File: src/include/crg_pkg.sv
// Package with constants, types and register layout of the CPU register set.
package crg_pkg;
    localparam int DATA_W = 16;
    localparam int NUM_REGS = 16;
    localparam logic [3:0] IDX_PROGRAM_COUNTER = 4'h0;
    localparam logic [3:0] IDX_STACK_POINTER = 4'h1;
    localparam logic [3:0] IDX_STATUS_REGISTER = 4'h2;
    localparam logic [3:0] IDX_CONSTANT_SECOND = 4'h3;
    localparam logic [15:0] WORD_STEP = 16'h0002;
    localparam logic [15:0] ALIGN_MASK = 16'hFFFE;
    // Status register bit positions.
    localparam int SR_CARRY = 0;
    localparam int SR_ZERO = 1;
    localparam int SR_NEGATIVE = 2;
    localparam int SR_GIE = 3;
    localparam int SR_CPU_OFF = 4;
    localparam int SR_OSC_OFF = 5;
    localparam int SR_CLK_LO = 6;
    localparam int SR_CLK_HI = 7;
    localparam int SR_OVERFLOW = 8;
    localparam logic [15:0] SR_IMPL_MASK = 16'h01FF;
    localparam logic [15:0] STATUS_RESET = 16'h0000;
    localparam logic [15:0] REG_RESET = 16'h0000;
    // Special function region byte offsets.
    localparam logic [15:0] SFR_IE_FIRST = 16'h0000;
    localparam logic [15:0] SFR_IE_SECOND = 16'h0001;
    localparam logic [15:0] SFR_IFG_FIRST = 16'h0002;
    localparam logic [15:0] SFR_IFG_SECOND = 16'h0003;
    localparam logic [15:0] SFR_ME_FIRST = 16'h0004;
    localparam logic [15:0] SFR_ME_SECOND = 16'h0005;
    localparam logic [7:0] SFR_RESET = 8'h00;
    // Constant source values.
    localparam logic [15:0] CONST_ZERO = 16'h0000;
    localparam logic [15:0] CONST_ONE = 16'h0001;
    localparam logic [15:0] CONST_TWO = 16'h0002;
    localparam logic [15:0] CONST_FOUR = 16'h0004;
    localparam logic [15:0] CONST_EIGHT = 16'h0008;
    localparam logic [15:0] CONST_ALL_ONES = 16'hFFFF;

    // Arithmetic operation selector for flag generation.
    typedef enum logic [2:0] {
        CRG_OP_NONE, CRG_OP_ADD, CRG_OP_ADDC, CRG_OP_SUB, CRG_OP_SUBC, CRG_OP_CMP, CRG_OP_LOGIC
    } crg_op_t;

    // Stack operation selector.
    typedef enum logic [1:0] {
        CRG_STK_NONE, CRG_STK_PUSH, CRG_STK_POP
    } crg_stk_t;

    // Request from the instruction sequencer.
    typedef struct packed {
        logic wr_en;
        logic [3:0] wr_idx;
        logic [15:0] wr_data;
        logic [3:0] rd_idx;
        logic [1:0] source_mode_bits;
        logic pc_advance;
        logic [2:0] pc_len_words;
        crg_op_t op;
        logic byte_op;
        logic [15:0] op_a;
        logic [15:0] op_b;
        logic carry_from_not_zero;
        crg_stk_t stk;
        logic irq_enter;
        logic return_from_interrupt;
    } crg_req_t;

    // Byte-wide memory bus to the special function region.
    typedef struct packed {
        logic en;
        logic we;
        logic byte_access;
        logic [15:0] addr;
        logic [7:0] wdata;
    } crg_bus_t;

    // Block state.
    typedef struct packed {
        logic [NUM_REGS-1:0][15:0] regs;
        logic [5:0][7:0] special_function_region;
        logic [15:0] rd_data;
        logic [15:0] stack_addr;
        logic [15:0] result;
        logic [7:0] bus_rdata;
        logic bus_err;
        logic cpu_halted;
        logic osc_stopped;
    } crg_state_t;
endpackage : crg_pkg

File: src/rtl/crg_core.sv
// CPU register set, status flags, low-power bits and special function registers.
module crg_core (
    input wire logic clk, // System clock.
    input wire logic rst, // Synchronous reset, active high.
    input crg_pkg::crg_req_t req, // Request from the instruction sequencer.
    input crg_pkg::crg_bus_t bus, // Byte bus access to the special function region.
    input wire logic nmi, // Non-maskable interrupt request.
    input wire logic [7:0] irq_ext, // External interrupt sources, one per flag bit.
    input wire logic [7:0] irq_ext_pin, // Same external sources seen on pins.
    output logic [15:0] rd_data, // Registered read port of the register file.
    output logic [15:0] program_counter, // Program counter.
    output logic [15:0] stack_pointer, // Stack pointer.
    output logic [15:0] status_register, // Status register.
    output logic [15:0] stack_addr, // Memory address of the current push or pop.
    output logic [15:0] alu_result, // Result of the last flag-setting operation.
    output logic [7:0] bus_rdata, // Read data of the special function region.
    output logic bus_err, // Word or unimplemented access below 0x0010 seen last cycle.
    output logic [1:0] clockgen_sel, // Clock generator activity state.
    output logic cpu_halted, // Program execution stopped.
    output logic osc_stopped, // Oscillator and all activity stopped.
    output logic irq_pending // Maskable or non-maskable interrupt to take.
);
    import crg_pkg::*;

    crg_state_t s_q;
    crg_state_t s_d;
    logic [7:0] pin_meta_q;
    logic [7:0] pin_sync_q;

    // Constant source value from the register and mode bits.
    function automatic logic [15:0] const_value(input logic [3:0] idx, input logic [1:0] mode);
        logic [15:0] v;
        v = CONST_ZERO;
        if (idx == IDX_STATUS_REGISTER) begin
            unique case (mode)
                2'h2: v = CONST_FOUR;
                2'h3: v = CONST_EIGHT;
                default: v = CONST_ZERO;
            endcase
        end else begin
            unique case (mode)
                2'h0: v = CONST_ZERO;
                2'h1: v = CONST_ONE;
                2'h2: v = CONST_TWO;
                default: v = CONST_ALL_ONES;
            endcase
        end
        return v;
    endfunction : const_value

    // Returns true when the byte address is one of the six implemented locations.
    function automatic logic sfr_hit(input logic [15:0] addr);
        return addr <= SFR_ME_SECOND;
    endfunction : sfr_hit

    // Two-flop synchroniser for the pin copies of the interrupt sources.
    always_ff @(posedge clk) begin
        if (rst) begin
            pin_meta_q <= 8'h00;
            pin_sync_q <= 8'h00;
        end else begin
            pin_meta_q <= irq_ext_pin;
            pin_sync_q <= pin_meta_q;
        end
    end

    // Next-state logic of the whole block.
    always_comb begin
        logic [16:0] sum;
        logic [15:0] b_eff;
        logic cin;
        logic is_sub;
        logic msb_a;
        logic msb_b;
        logic msb_r;
        logic cout;
        logic [15:0] res;
        logic [15:0] sr;
        logic [15:0] sp;
        logic [7:0] enabled;
        logic wake_mask;
        logic [2:0] idx;
        sum = 17'h00000;
        b_eff = 16'h0000;
        cin = 1'b0;
        is_sub = 1'b0;
        msb_a = 1'b0;
        msb_b = 1'b0;
        msb_r = 1'b0;
        cout = 1'b0;
        res = 16'h0000;
        idx = 3'h0;
        enabled = 8'h00;
        wake_mask = 1'b0;
        s_d = s_q;
        sr = s_q.regs[IDX_STATUS_REGISTER];
        sp = s_q.regs[IDX_STACK_POINTER];
        s_d.bus_err = 1'b0;

        // Read port; constant sources replace registers 2 and 3 in constant mode.
        if ((req.rd_idx == IDX_CONSTANT_SECOND) ||
            (req.rd_idx == IDX_STATUS_REGISTER && req.source_mode_bits[1])) begin
            s_d.rd_data = const_value(req.rd_idx, req.source_mode_bits);
        end else begin
            s_d.rd_data = s_q.regs[req.rd_idx];
        end

        // Flag generation for arithmetic and logic operations.
        if (req.op != CRG_OP_NONE) begin
            is_sub = req.op inside {CRG_OP_SUB, CRG_OP_SUBC, CRG_OP_CMP};
            b_eff = is_sub ? ~req.op_b : req.op_b;
            unique case (req.op)
                CRG_OP_ADDC, CRG_OP_SUBC: cin = sr[SR_CARRY];
                CRG_OP_SUB, CRG_OP_CMP: cin = 1'b1;
                default: cin = 1'b0;
            endcase
            if (req.byte_op) begin
                sum = {8'h00, {1'b0, req.op_a[7:0]} + {1'b0, b_eff[7:0]} + {8'h00, cin}};
                res = {8'h00, sum[7:0]};
                cout = sum[8];
                msb_a = req.op_a[7];
                msb_b = b_eff[7];
                msb_r = sum[7];
            end else begin
                sum = {1'b0, req.op_a} + {1'b0, b_eff} + {16'h0000, cin};
                res = sum[15:0];
                cout = sum[16];
                msb_a = req.op_a[15];
                msb_b = b_eff[15];
                msb_r = sum[15];
            end
            if (req.op == CRG_OP_LOGIC) begin
                res = req.byte_op ? {8'h00, req.op_a[7:0]} : req.op_a;
                msb_r = req.byte_op ? req.op_a[7] : req.op_a[15];
                sr[SR_OVERFLOW] = 1'b0;
                cout = 1'b0;
            end else begin
                // Inverted second operand makes both add and subtract a same-sign test.
                sr[SR_OVERFLOW] = (msb_a == msb_b) && (msb_r != msb_a);
            end
            sr[SR_NEGATIVE] = msb_r;
            sr[SR_ZERO] = (res == 16'h0000);
            sr[SR_CARRY] = req.carry_from_not_zero ? (res != 16'h0000) : cout;
            s_d.result = res;
        end // Flags otherwise hold.

        // General register write, status writes keep unimplemented bits zero.
        if (req.wr_en && req.wr_idx != IDX_CONSTANT_SECOND) begin
            if (req.wr_idx == IDX_STATUS_REGISTER) begin
                sr = req.wr_data & SR_IMPL_MASK;
            end else if (req.wr_idx != IDX_STACK_POINTER) begin
                s_d.regs[req.wr_idx] = req.wr_data;
            end
        end

        // Interrupt entry clears the enable, return sets it.
        if (req.irq_enter) begin
            sr[SR_GIE] = 1'b0;
            sr[SR_CPU_OFF] = 1'b0;
            sr[SR_OSC_OFF] = 1'b0;
        end else if (req.return_from_interrupt) begin
            sr[SR_GIE] = 1'b1;
        end

        // Stack pointer: predecrement push, postincrement pop, written value wins.
        s_d.stack_addr = sp;
        unique case (req.stk)
            CRG_STK_PUSH: begin
                sp = sp - WORD_STEP;
                s_d.stack_addr = sp;
            end
            CRG_STK_POP: begin
                sp = sp + WORD_STEP;
            end
            default: ;
        endcase
        if (req.wr_en && req.wr_idx == IDX_STACK_POINTER) begin
            sp = req.wr_data;
        end
        s_d.regs[IDX_STACK_POINTER] = sp & ALIGN_MASK;

        // Program counter advance by the instruction length in words.
        if (req.pc_advance && !(req.wr_en && req.wr_idx == IDX_PROGRAM_COUNTER) &&
            !s_q.cpu_halted) begin
            s_d.regs[IDX_PROGRAM_COUNTER] = s_q.regs[IDX_PROGRAM_COUNTER] +
                {12'h000, req.pc_len_words, 1'b0};
        end
        s_d.regs[IDX_PROGRAM_COUNTER] = s_d.regs[IDX_PROGRAM_COUNTER] & ALIGN_MASK;

        // Special function region: byte accesses to offsets zero to five only.
        s_d.bus_rdata = 8'h00;
        if (bus.en) begin
            if (!bus.byte_access || !sfr_hit(bus.addr)) begin
                s_d.bus_err = bus.addr <= 16'h000F;
            end else begin
                idx = bus.addr[2:0];
                s_d.bus_rdata = s_q.special_function_region[idx];
                if (bus.we) begin
                    s_d.special_function_region[idx] = bus.wdata;
                end
            end
        end
        // Flag sets from sources win over a clearing write in the same cycle.
        s_d.special_function_region[SFR_IFG_FIRST[2:0]] = s_d.special_function_region[SFR_IFG_FIRST[2:0]] | irq_ext | pin_sync_q;

        // Low-power state and wake-up.
        enabled = s_q.special_function_region[SFR_IFG_FIRST[2:0]] & s_q.special_function_region[SFR_IE_FIRST[2:0]];
        wake_mask = (enabled != 8'h00) && sr[SR_GIE];
        if (s_q.osc_stopped && (wake_mask || nmi)) begin
            sr[SR_OSC_OFF] = 1'b0;
            sr[SR_CPU_OFF] = 1'b0;
        end else if (s_q.cpu_halted && !s_q.osc_stopped && (wake_mask || nmi)) begin
            sr[SR_CPU_OFF] = 1'b0;
        end
        s_d.regs[IDX_STATUS_REGISTER] = sr & SR_IMPL_MASK;
        s_d.osc_stopped = sr[SR_OSC_OFF];
        s_d.cpu_halted = sr[SR_CPU_OFF] | sr[SR_OSC_OFF];
        s_d.regs[IDX_CONSTANT_SECOND] = REG_RESET;
    end

    // State register.
    always_ff @(posedge clk) begin
        if (rst) begin
            s_q <= '0;
        end else begin
            s_q <= s_d;
        end
    end

    // Pending maskable interrupt needs the global enable; the nmi bypasses it.
    logic irq_q;
    always_ff @(posedge clk) begin
        if (rst) begin
            irq_q <= 1'b0;
        end else begin
            irq_q <= nmi || (((s_d.special_function_region[SFR_IFG_FIRST[2:0]] & s_d.special_function_region[SFR_IE_FIRST[2:0]]) != 8'h00)
                && s_d.regs[IDX_STATUS_REGISTER][SR_GIE]);
        end
    end

    // Outputs straight from the state register, irq_pending from irq_q.
    assign rd_data = s_q.rd_data;
    assign program_counter = s_q.regs[IDX_PROGRAM_COUNTER];
    assign stack_pointer = s_q.regs[IDX_STACK_POINTER];
    assign status_register = s_q.regs[IDX_STATUS_REGISTER];
    assign stack_addr = s_q.stack_addr;
    assign alu_result = s_q.result;
    assign bus_rdata = s_q.bus_rdata;
    assign bus_err = s_q.bus_err;
    assign clockgen_sel = s_q.regs[IDX_STATUS_REGISTER][SR_CLK_HI:SR_CLK_LO];
    assign cpu_halted = s_q.cpu_halted;
    assign osc_stopped = s_q.osc_stopped;
    assign irq_pending = irq_q;
endmodule : crg_core

File: config.mk
export PLATFORM = sky130hd
export DESIGN_NAME = crg_core
export DESIGN_NICKNAME = d
export VERILOG_FILES = /design/src/include/crg_pkg.sv /design/src/rtl/crg_core.sv
export SDC_FILE = /design/constraint.sdc
export NUM_CORES = 1
export LEC_CHECK = 0
export BUFFER_PORTS_ARGS = -buffer_cell sky130_fd_sc_hd__buf_2
export CAP_MARGIN = 20
export CORE_MARGIN = 5
export CORE_UTILIZATION = 45
export DETAILED_ROUTE_END_ITERATION = 6
export HOLD_SLACK_MARGIN = 0.1
export SYNTH_ARGS = -nofsm -noshare
export SYNTH_HDL_FRONTEND = slang
export SYNTH_SLANG_ARGS = --single-unit
File: constraint.sdc
create_clock -name clk -period 7.2 [get_ports clk]
set_clock_uncertainty 0.15 [all_clocks]
set_input_delay 0.72 -clock clk [delete_from_list [all_inputs] [get_ports clk]]
set_output_delay 0.72 -clock clk [all_outputs]
set_load 0.02 [all_outputs]
# Word level (Yosys, flattened, before mapping)
# Index checks and enable logic that the tools add are counted.
[totals] regBits=356 latch_bits=0 n_memories=0 ram_bits=0 inputBits=118 rom_bits=0
[op_classes] n_eq_ne=19 n_bitwise=9 addsub=7 reduce_logical=42 shifts=0 magnitude_cmp=7 mul=0 mux=52 n_div=0
[ops] operator="$bwmux 256" count=1
[ops] operator="$mux 16" count=15
[ops] operator="$mux 24" count=3
[ops] operator="$bmux 16 s4" count=1
[ops] operator="$demux 16 s4" count=1
[ops] operator="$bwmux 48" count=1
[ops] operator="$pmux 16 s3" count=1
[ops] operator="$pmux 16 s2" count=1
[ops] operator="$bmux 8 s3" count=1
[ops] operator="$demux 8 s3" count=1
[ops] operator="$mux 1" count=18
[ops] operator="$mux 9" count=2
[ops] operator="$add 16x16->17" count=1
[ops] operator="$add 17x1->17" count=1
[ops] operator="$add 16x2->16 const B" count=1
[ops] operator="$add 16x4->16" count=1
[ops] operator="$and 8x8->8" count=2
[ops] operator="$le 16x3->1 const B" count=1
[ops] operator="$le 16x4->1 const B" count=1
[ops] operator="$logic_not 16->1" count=1
[ops] operator="$mux 8" count=2
[ops] operator="$not 16->16" count=1
[ops] operator="$or 8x8->8" count=2
[ops] operator="$reduce_bool 16->1" count=1
[ops] operator="other kinds (36)" count=75

# Depth between registers and ports, before layout
[logic_depth] word_depth=21 depth_mapped=16 depth_no_buf=14

# Least setup slack after synthesis
# OpenSTA, ideal clock, no wires.
[synth_path] kind="input-to-reg" startpoint="input req[39] in the netlist's numbering" endpoint="register s_q, in the netlist status_register[1]" required_time_ns=6.971 arrival_ns=5.062 setup_slack_ns=1.909 path_stages=16 setup_time_ns=0.079 cell_sequence="nor2b_1 a21o_1 clkbuf_1 buf_1 xor2_1 fa_1 fa_1 a21o_2 a311oi_2 o211ai_2 and3_1 or3_4 nor4_2 o2111ai_1 or4_4 a211oi_2"
[synth_between] elab_chain_len=12 elab_cells_between_ends=23 cone_classes="add/sub (4); eq/ne (5); mux (9); reduce/logical (5)"
[synth_lines] element="start: declaration" line_no="crg_core.sv:5" text="input crg_pkg::crg_req_t req,"
[synth_lines] element="$eq 3x2->1, or another cell as far along" line_no="crg_core.sv:110, crg_core.sv:112"
[synth_lines] element="$reduce_bool 3->1 / $reduce_or 2->1 (equally long branches)" line_no="crg_core.sv:110, crg_core.sv:112"
[synth_lines] element="$mux 16 / $pmux 1 s2 (equally long branches)" line_no="crg_core.sv:111, crg_core.sv:112"
[synth_lines] element="$add 16x16->17, or another cell as far along" line_no="crg_core.sv:125" text="sum = {1'b0, req.op_a} + {1'b0, b_eff} + {16'h0000, cin};"
[synth_lines] element="$add 17x1->17 / $add 9x1->9 (equally long branches)" line_no="crg_core.sv:125, crg_core.sv:118"
[synth_lines] element="$mux 16" line_no="crg_core.sv:117" text="if (req.byte_op) begin"
[synth_lines] element="$mux 16" line_no="crg_core.sv:132" text="if (req.op == CRG_OP_LOGIC) begin"
[synth_lines] element="$mux 16" line_no="crg_core.sv:109" text="if (req.op != CRG_OP_NONE) begin"
[synth_lines] element="$logic_not 16->1" line_no="crg_core.sv:142" text="sr[SR_ZERO] = (res == 16'h0000);"
[synth_lines] element="$mux 3 (*)" line_no="crg_core.sv:109"
[synth_lines] element="$mux 9" line_no="crg_core.sv:149" text="if (req.wr_idx == IDX_STATUS_REGISTER) begin"
[synth_lines] element="$mux 9 (*)" line_no="crg_core.sv:148" text="if (req.wr_en && req.wr_idx != IDX_CONSTANT_SECOND) begin"
[synth_lines] element="end signal: assignment" line_no="crg_core.sv:224" text="s_q <= '0;"
[synth_lines] element="end signal: assignment" line_no="crg_core.sv:226" text="s_q <= s_d;"
[synth_lines] element="end: declaration" line_no="crg_core.sv:25" text="crg_state_t s_q;"
# Mark *: on every way between the ends. The rest lies on a longest branch, timed or not. The select of a mux whose other input is x is not followed.
# A chain may end at the register's enable or synchronous reset.

# Final worst setup path
# Same ends and word-level chain as after synthesis.

==> impl_metrics.env <==
export IMPL_slew_headroom_pct=28.3
export IMPL_grt_pass1_wl_um=86000
export IMPL_syn_area_mm2=0.0179
export IMPL_drt_first_pass_iters=5
export IMPL_drive_gt1_share_pct=17.7
export IMPL_start_util_pct=45.3
export IMPL_areaGrowthSynthToFinish_pct=10.1
export IMPL_worst_pin_slew_ps=1070
export IMPL_setup_viol=0
export IMPL_insertion_delay_ps=560
export IMPL_total_power_mw=4.81
export IMPL_final_area_mm2=0.0197
export IMPL_dieHeight_um=209
export IMPL_pwr_density_cell_mw_per_mm2=244
export IMPL_overflow=0
export IMPL_antenna_found_initial=0
export IMPL_wl_per_cell_um=20.1
export IMPL_tns_ps=0
export IMPL_final_util_pct=49.8
export IMPL_synth_ff_type="dfxtp_1"
export IMPL_period_minus_slack_ps=5230
export IMPL_ys_ff_latch=353
export IMPL_cts_htree_levels=2
export IMPL_via_per_inst=5.63
export IMPL_num_io_pins=228
export IMPL_leakage_nw=7.44
export IMPL_hold_viol_final=0
export IMPL_final_cell_mix="534 x nand2_1, 353 x dfxtp_1, 298 x a21oi_1"
export IMPL_synth_seq_area_share_pct=39.5
export IMPL_antenna_left=0
export IMPL_cts_tree="built"
export IMPL_final_period_utilization_pct=72.7
export IMPL_crit_path_start_kind="input port"
export IMPL_dieWidth_um=209
export IMPL_crit_path_end_kind="register"
export IMPL_pre_cts_slack_ps=1510
export IMPL_grt_pass1_vias=14800
export IMPL_dp_hpwl_um=37500
export IMPL_worstPathMaxFanout=16
export IMPL_cp_arrival_ps=5550
export IMPL_postCtsSetupBuffers=0
export IMPL_async_flop_share_pct=0
export IMPL_synth_edf_count=0
export IMPL_vias=15600
export IMPL_first_iter_violations=1301
export IMPL_finalMaxSlewViolations=0
export IMPL_timing_final_ws_setup_ps=1970
export IMPL_dp_cells=2706
export IMPL_hold_buffers=0
export IMPL_clk_pin_slew_worst_paths_ps=60
export IMPL_synth_area_per_cell_um2=8.14
export IMPL_final_common_cell="nand2_1"
export IMPL_core_area_mm2=0.0395
export IMPL_hp_class="input port to register"
export IMPL_yosys_warnings=0
export IMPL_rsz0062_at_grt="no"
export IMPL_syn_inst=2200
export IMPL_die_area_mm2=0.0439
export IMPL_grt_max_degree=136
export IMPL_drcViolationCount=0
export IMPL_rows=73
export IMPL_status="complete, no violations"
export IMPL_grt_usage_pct=24.4
export IMPL_layout_nets=2365
export IMPL_cts_buffers=40
export IMPL_totalWireLength_um=55900
export IMPL_worst_ep_required_time_ps=7520
export IMPL_synth_cell_type_count=82
export IMPL_hold_ws_ps=222
export IMPL_cts_root_buffer="clkbuf_16"
export IMPL_peakVddDrop_v=0.000136
export IMPL_postPlaceCellArea_mm2=0.0184
export IMPL_drv_cap=0
export IMPL_clock_sinks=353
export IMPL_max_freq_ghz=0.191
export IMPL_cts_resized=0
export IMPL_cts_buffer_depth=3
export IMPL_crit_type="input port to register"
export IMPL_port_buffers=217
export IMPL_gp_congestion=0.901
export IMPL_final_cells=2778
[worst paths after layout]
kind | depth (start not counted) | from | endpoint | slack [ps]
max | 15 | req[39] | status_register[1] | 1970
min | 2 | irq_ext_pin[5] | pin_meta_q[5] | 220
max reg2reg | 12 | status_register[0] | status_register[1] | 2970
min reg2reg | 1 | pin_meta_q[5] | pin_sync_q[5] | 290
[sequential cells by signal (all words and copies together), names as in the netlist]
register and flops:
status_register 9, irq_pending 1, bus_rdata 8, stack_pointer 15, pin_meta_q 8, cpu_halted 1
alu_result 16, program_counter 15, rd_data 16, pin_sync_q 8, stack_addr 15, s_q 240
bus_err 1
[cells in the mapped netlist, types with 6 or more instances]
cell | count | share of area [%]
o22ai_1 | 6 | 0.21
xnor2_1 | 17 | 0.83
ha_1 | 20 | 1.4
nand2_1 | 534 | 11
a31oi_1 | 14 | 0.49
inv_1 | 20 | 0.42
nor3b_1 | 7 | 0.29
buf_1 | 16 | 0.34
a211oi_1 | 36 | 1.5
nor2_1 | 166 | 3.5
a21o_1 | 8 | 0.34
buf_4 | 106 | 4.4
mux2i_1 | 51 | 2.9
or2_2 | 7 | 0.24
or3_1 | 20 | 0.70
xor2_1 | 31 | 1.5
dfxtp_1 | 353 | 39
a21oi_1 | 298 | 8.3
a311oi_1 | 14 | 0.68
buf_2 | 6 | 0.17
nor2b_1 | 31 | 1.1
mux2_2 | 11 | 0.69
clkbuf_1 | 125 | 2.6
o211ai_1 | 9 | 0.38
nor3_1 | 28 | 0.78
a22oi_1 | 7 | 0.29
mux4_2 | 55 | 6.9
nor4_1 | 8 | 0.28
nand3_1 | 27 | 0.75
o21ai_0 | 50 | 1.4
nand2b_1 | 11 | 0.38
a221oi_1 | 12 | 0.59
nand3b_1 | 8 | 0.34
[area by class of cell]
class                           count  area [um2]
Multi-Input combinational cell   1575        9370
Clock buffer                       58        1160
Inverter                           21        78.8
Sequential cell                   353        7070
Clock inverter                     12         153
Antenna cell                        1        2.50
Timing Repair Buffer              233        1220
Tap cell                          525         657
Fill cell                        3792       19800
[report_power, final]
| group | internal (mW) | switching (mW) |
|---|---|---|
| clock | 1.23 | 0.829 |
| sequential | 2.02 | 0.0576 |
| combinational | 0.248 | 0.435 |
| total | 3.49 | 1.32 |
[layer usage]
| layer | track usage (%) | vias to the layer above | wire length, um | part of all wire, % |
|---|---|---|---|---|
| met5 | 0 | - | 0 | 0 |
| met4 | 6.39 | 0 | 1370 | 2.4 |
| met3 | 5.70 | 83 | 4350 | 7.8 |
| met2 | 39.4 | 562 | 26000 | 46 |
| met1 | 33.3 | 7490 | 24200 | 43 |
| li1 | - | 7509 | - | - |
[critical path: stages]
cell	delay [ps]
buf_2	120
nor2b_1	340
a21o_1	740
xor2_1	190
fa_1	480
fa_1	410
a21o_2	240
a311oi_2	430
o211ai_2	160
and3_1	170
or3_4	400
nor4_2	270
o2111ai_1	180
or4_4	470
a211oi_2	220
[cell families (layout without fill, tap and decap cells)]
| logic type | count (synthesis) | count (layout) | share of synthesized area, % |
|---|---|---|---|
| AND/OR/NAND/NOR | 890 | 890 | 21.6 |
| AO/OA/AOI/OAI | 487 | 487 | 15.9 |
| buffers and inverters | 281 | 324 | 8.52 |
| flip-flops | 353 | 353 | 39.5 |
| adder cells (fa/ha/maj) | 23 | 23 | 1.73 |
| multiplexers | 117 | 117 | 10.5 |
| XOR/XNOR | 48 | 48 | 2.35 |
| other | 1 | 11 | 0.0209 |
No activity file was read; power rests on OpenSTA's default activity.
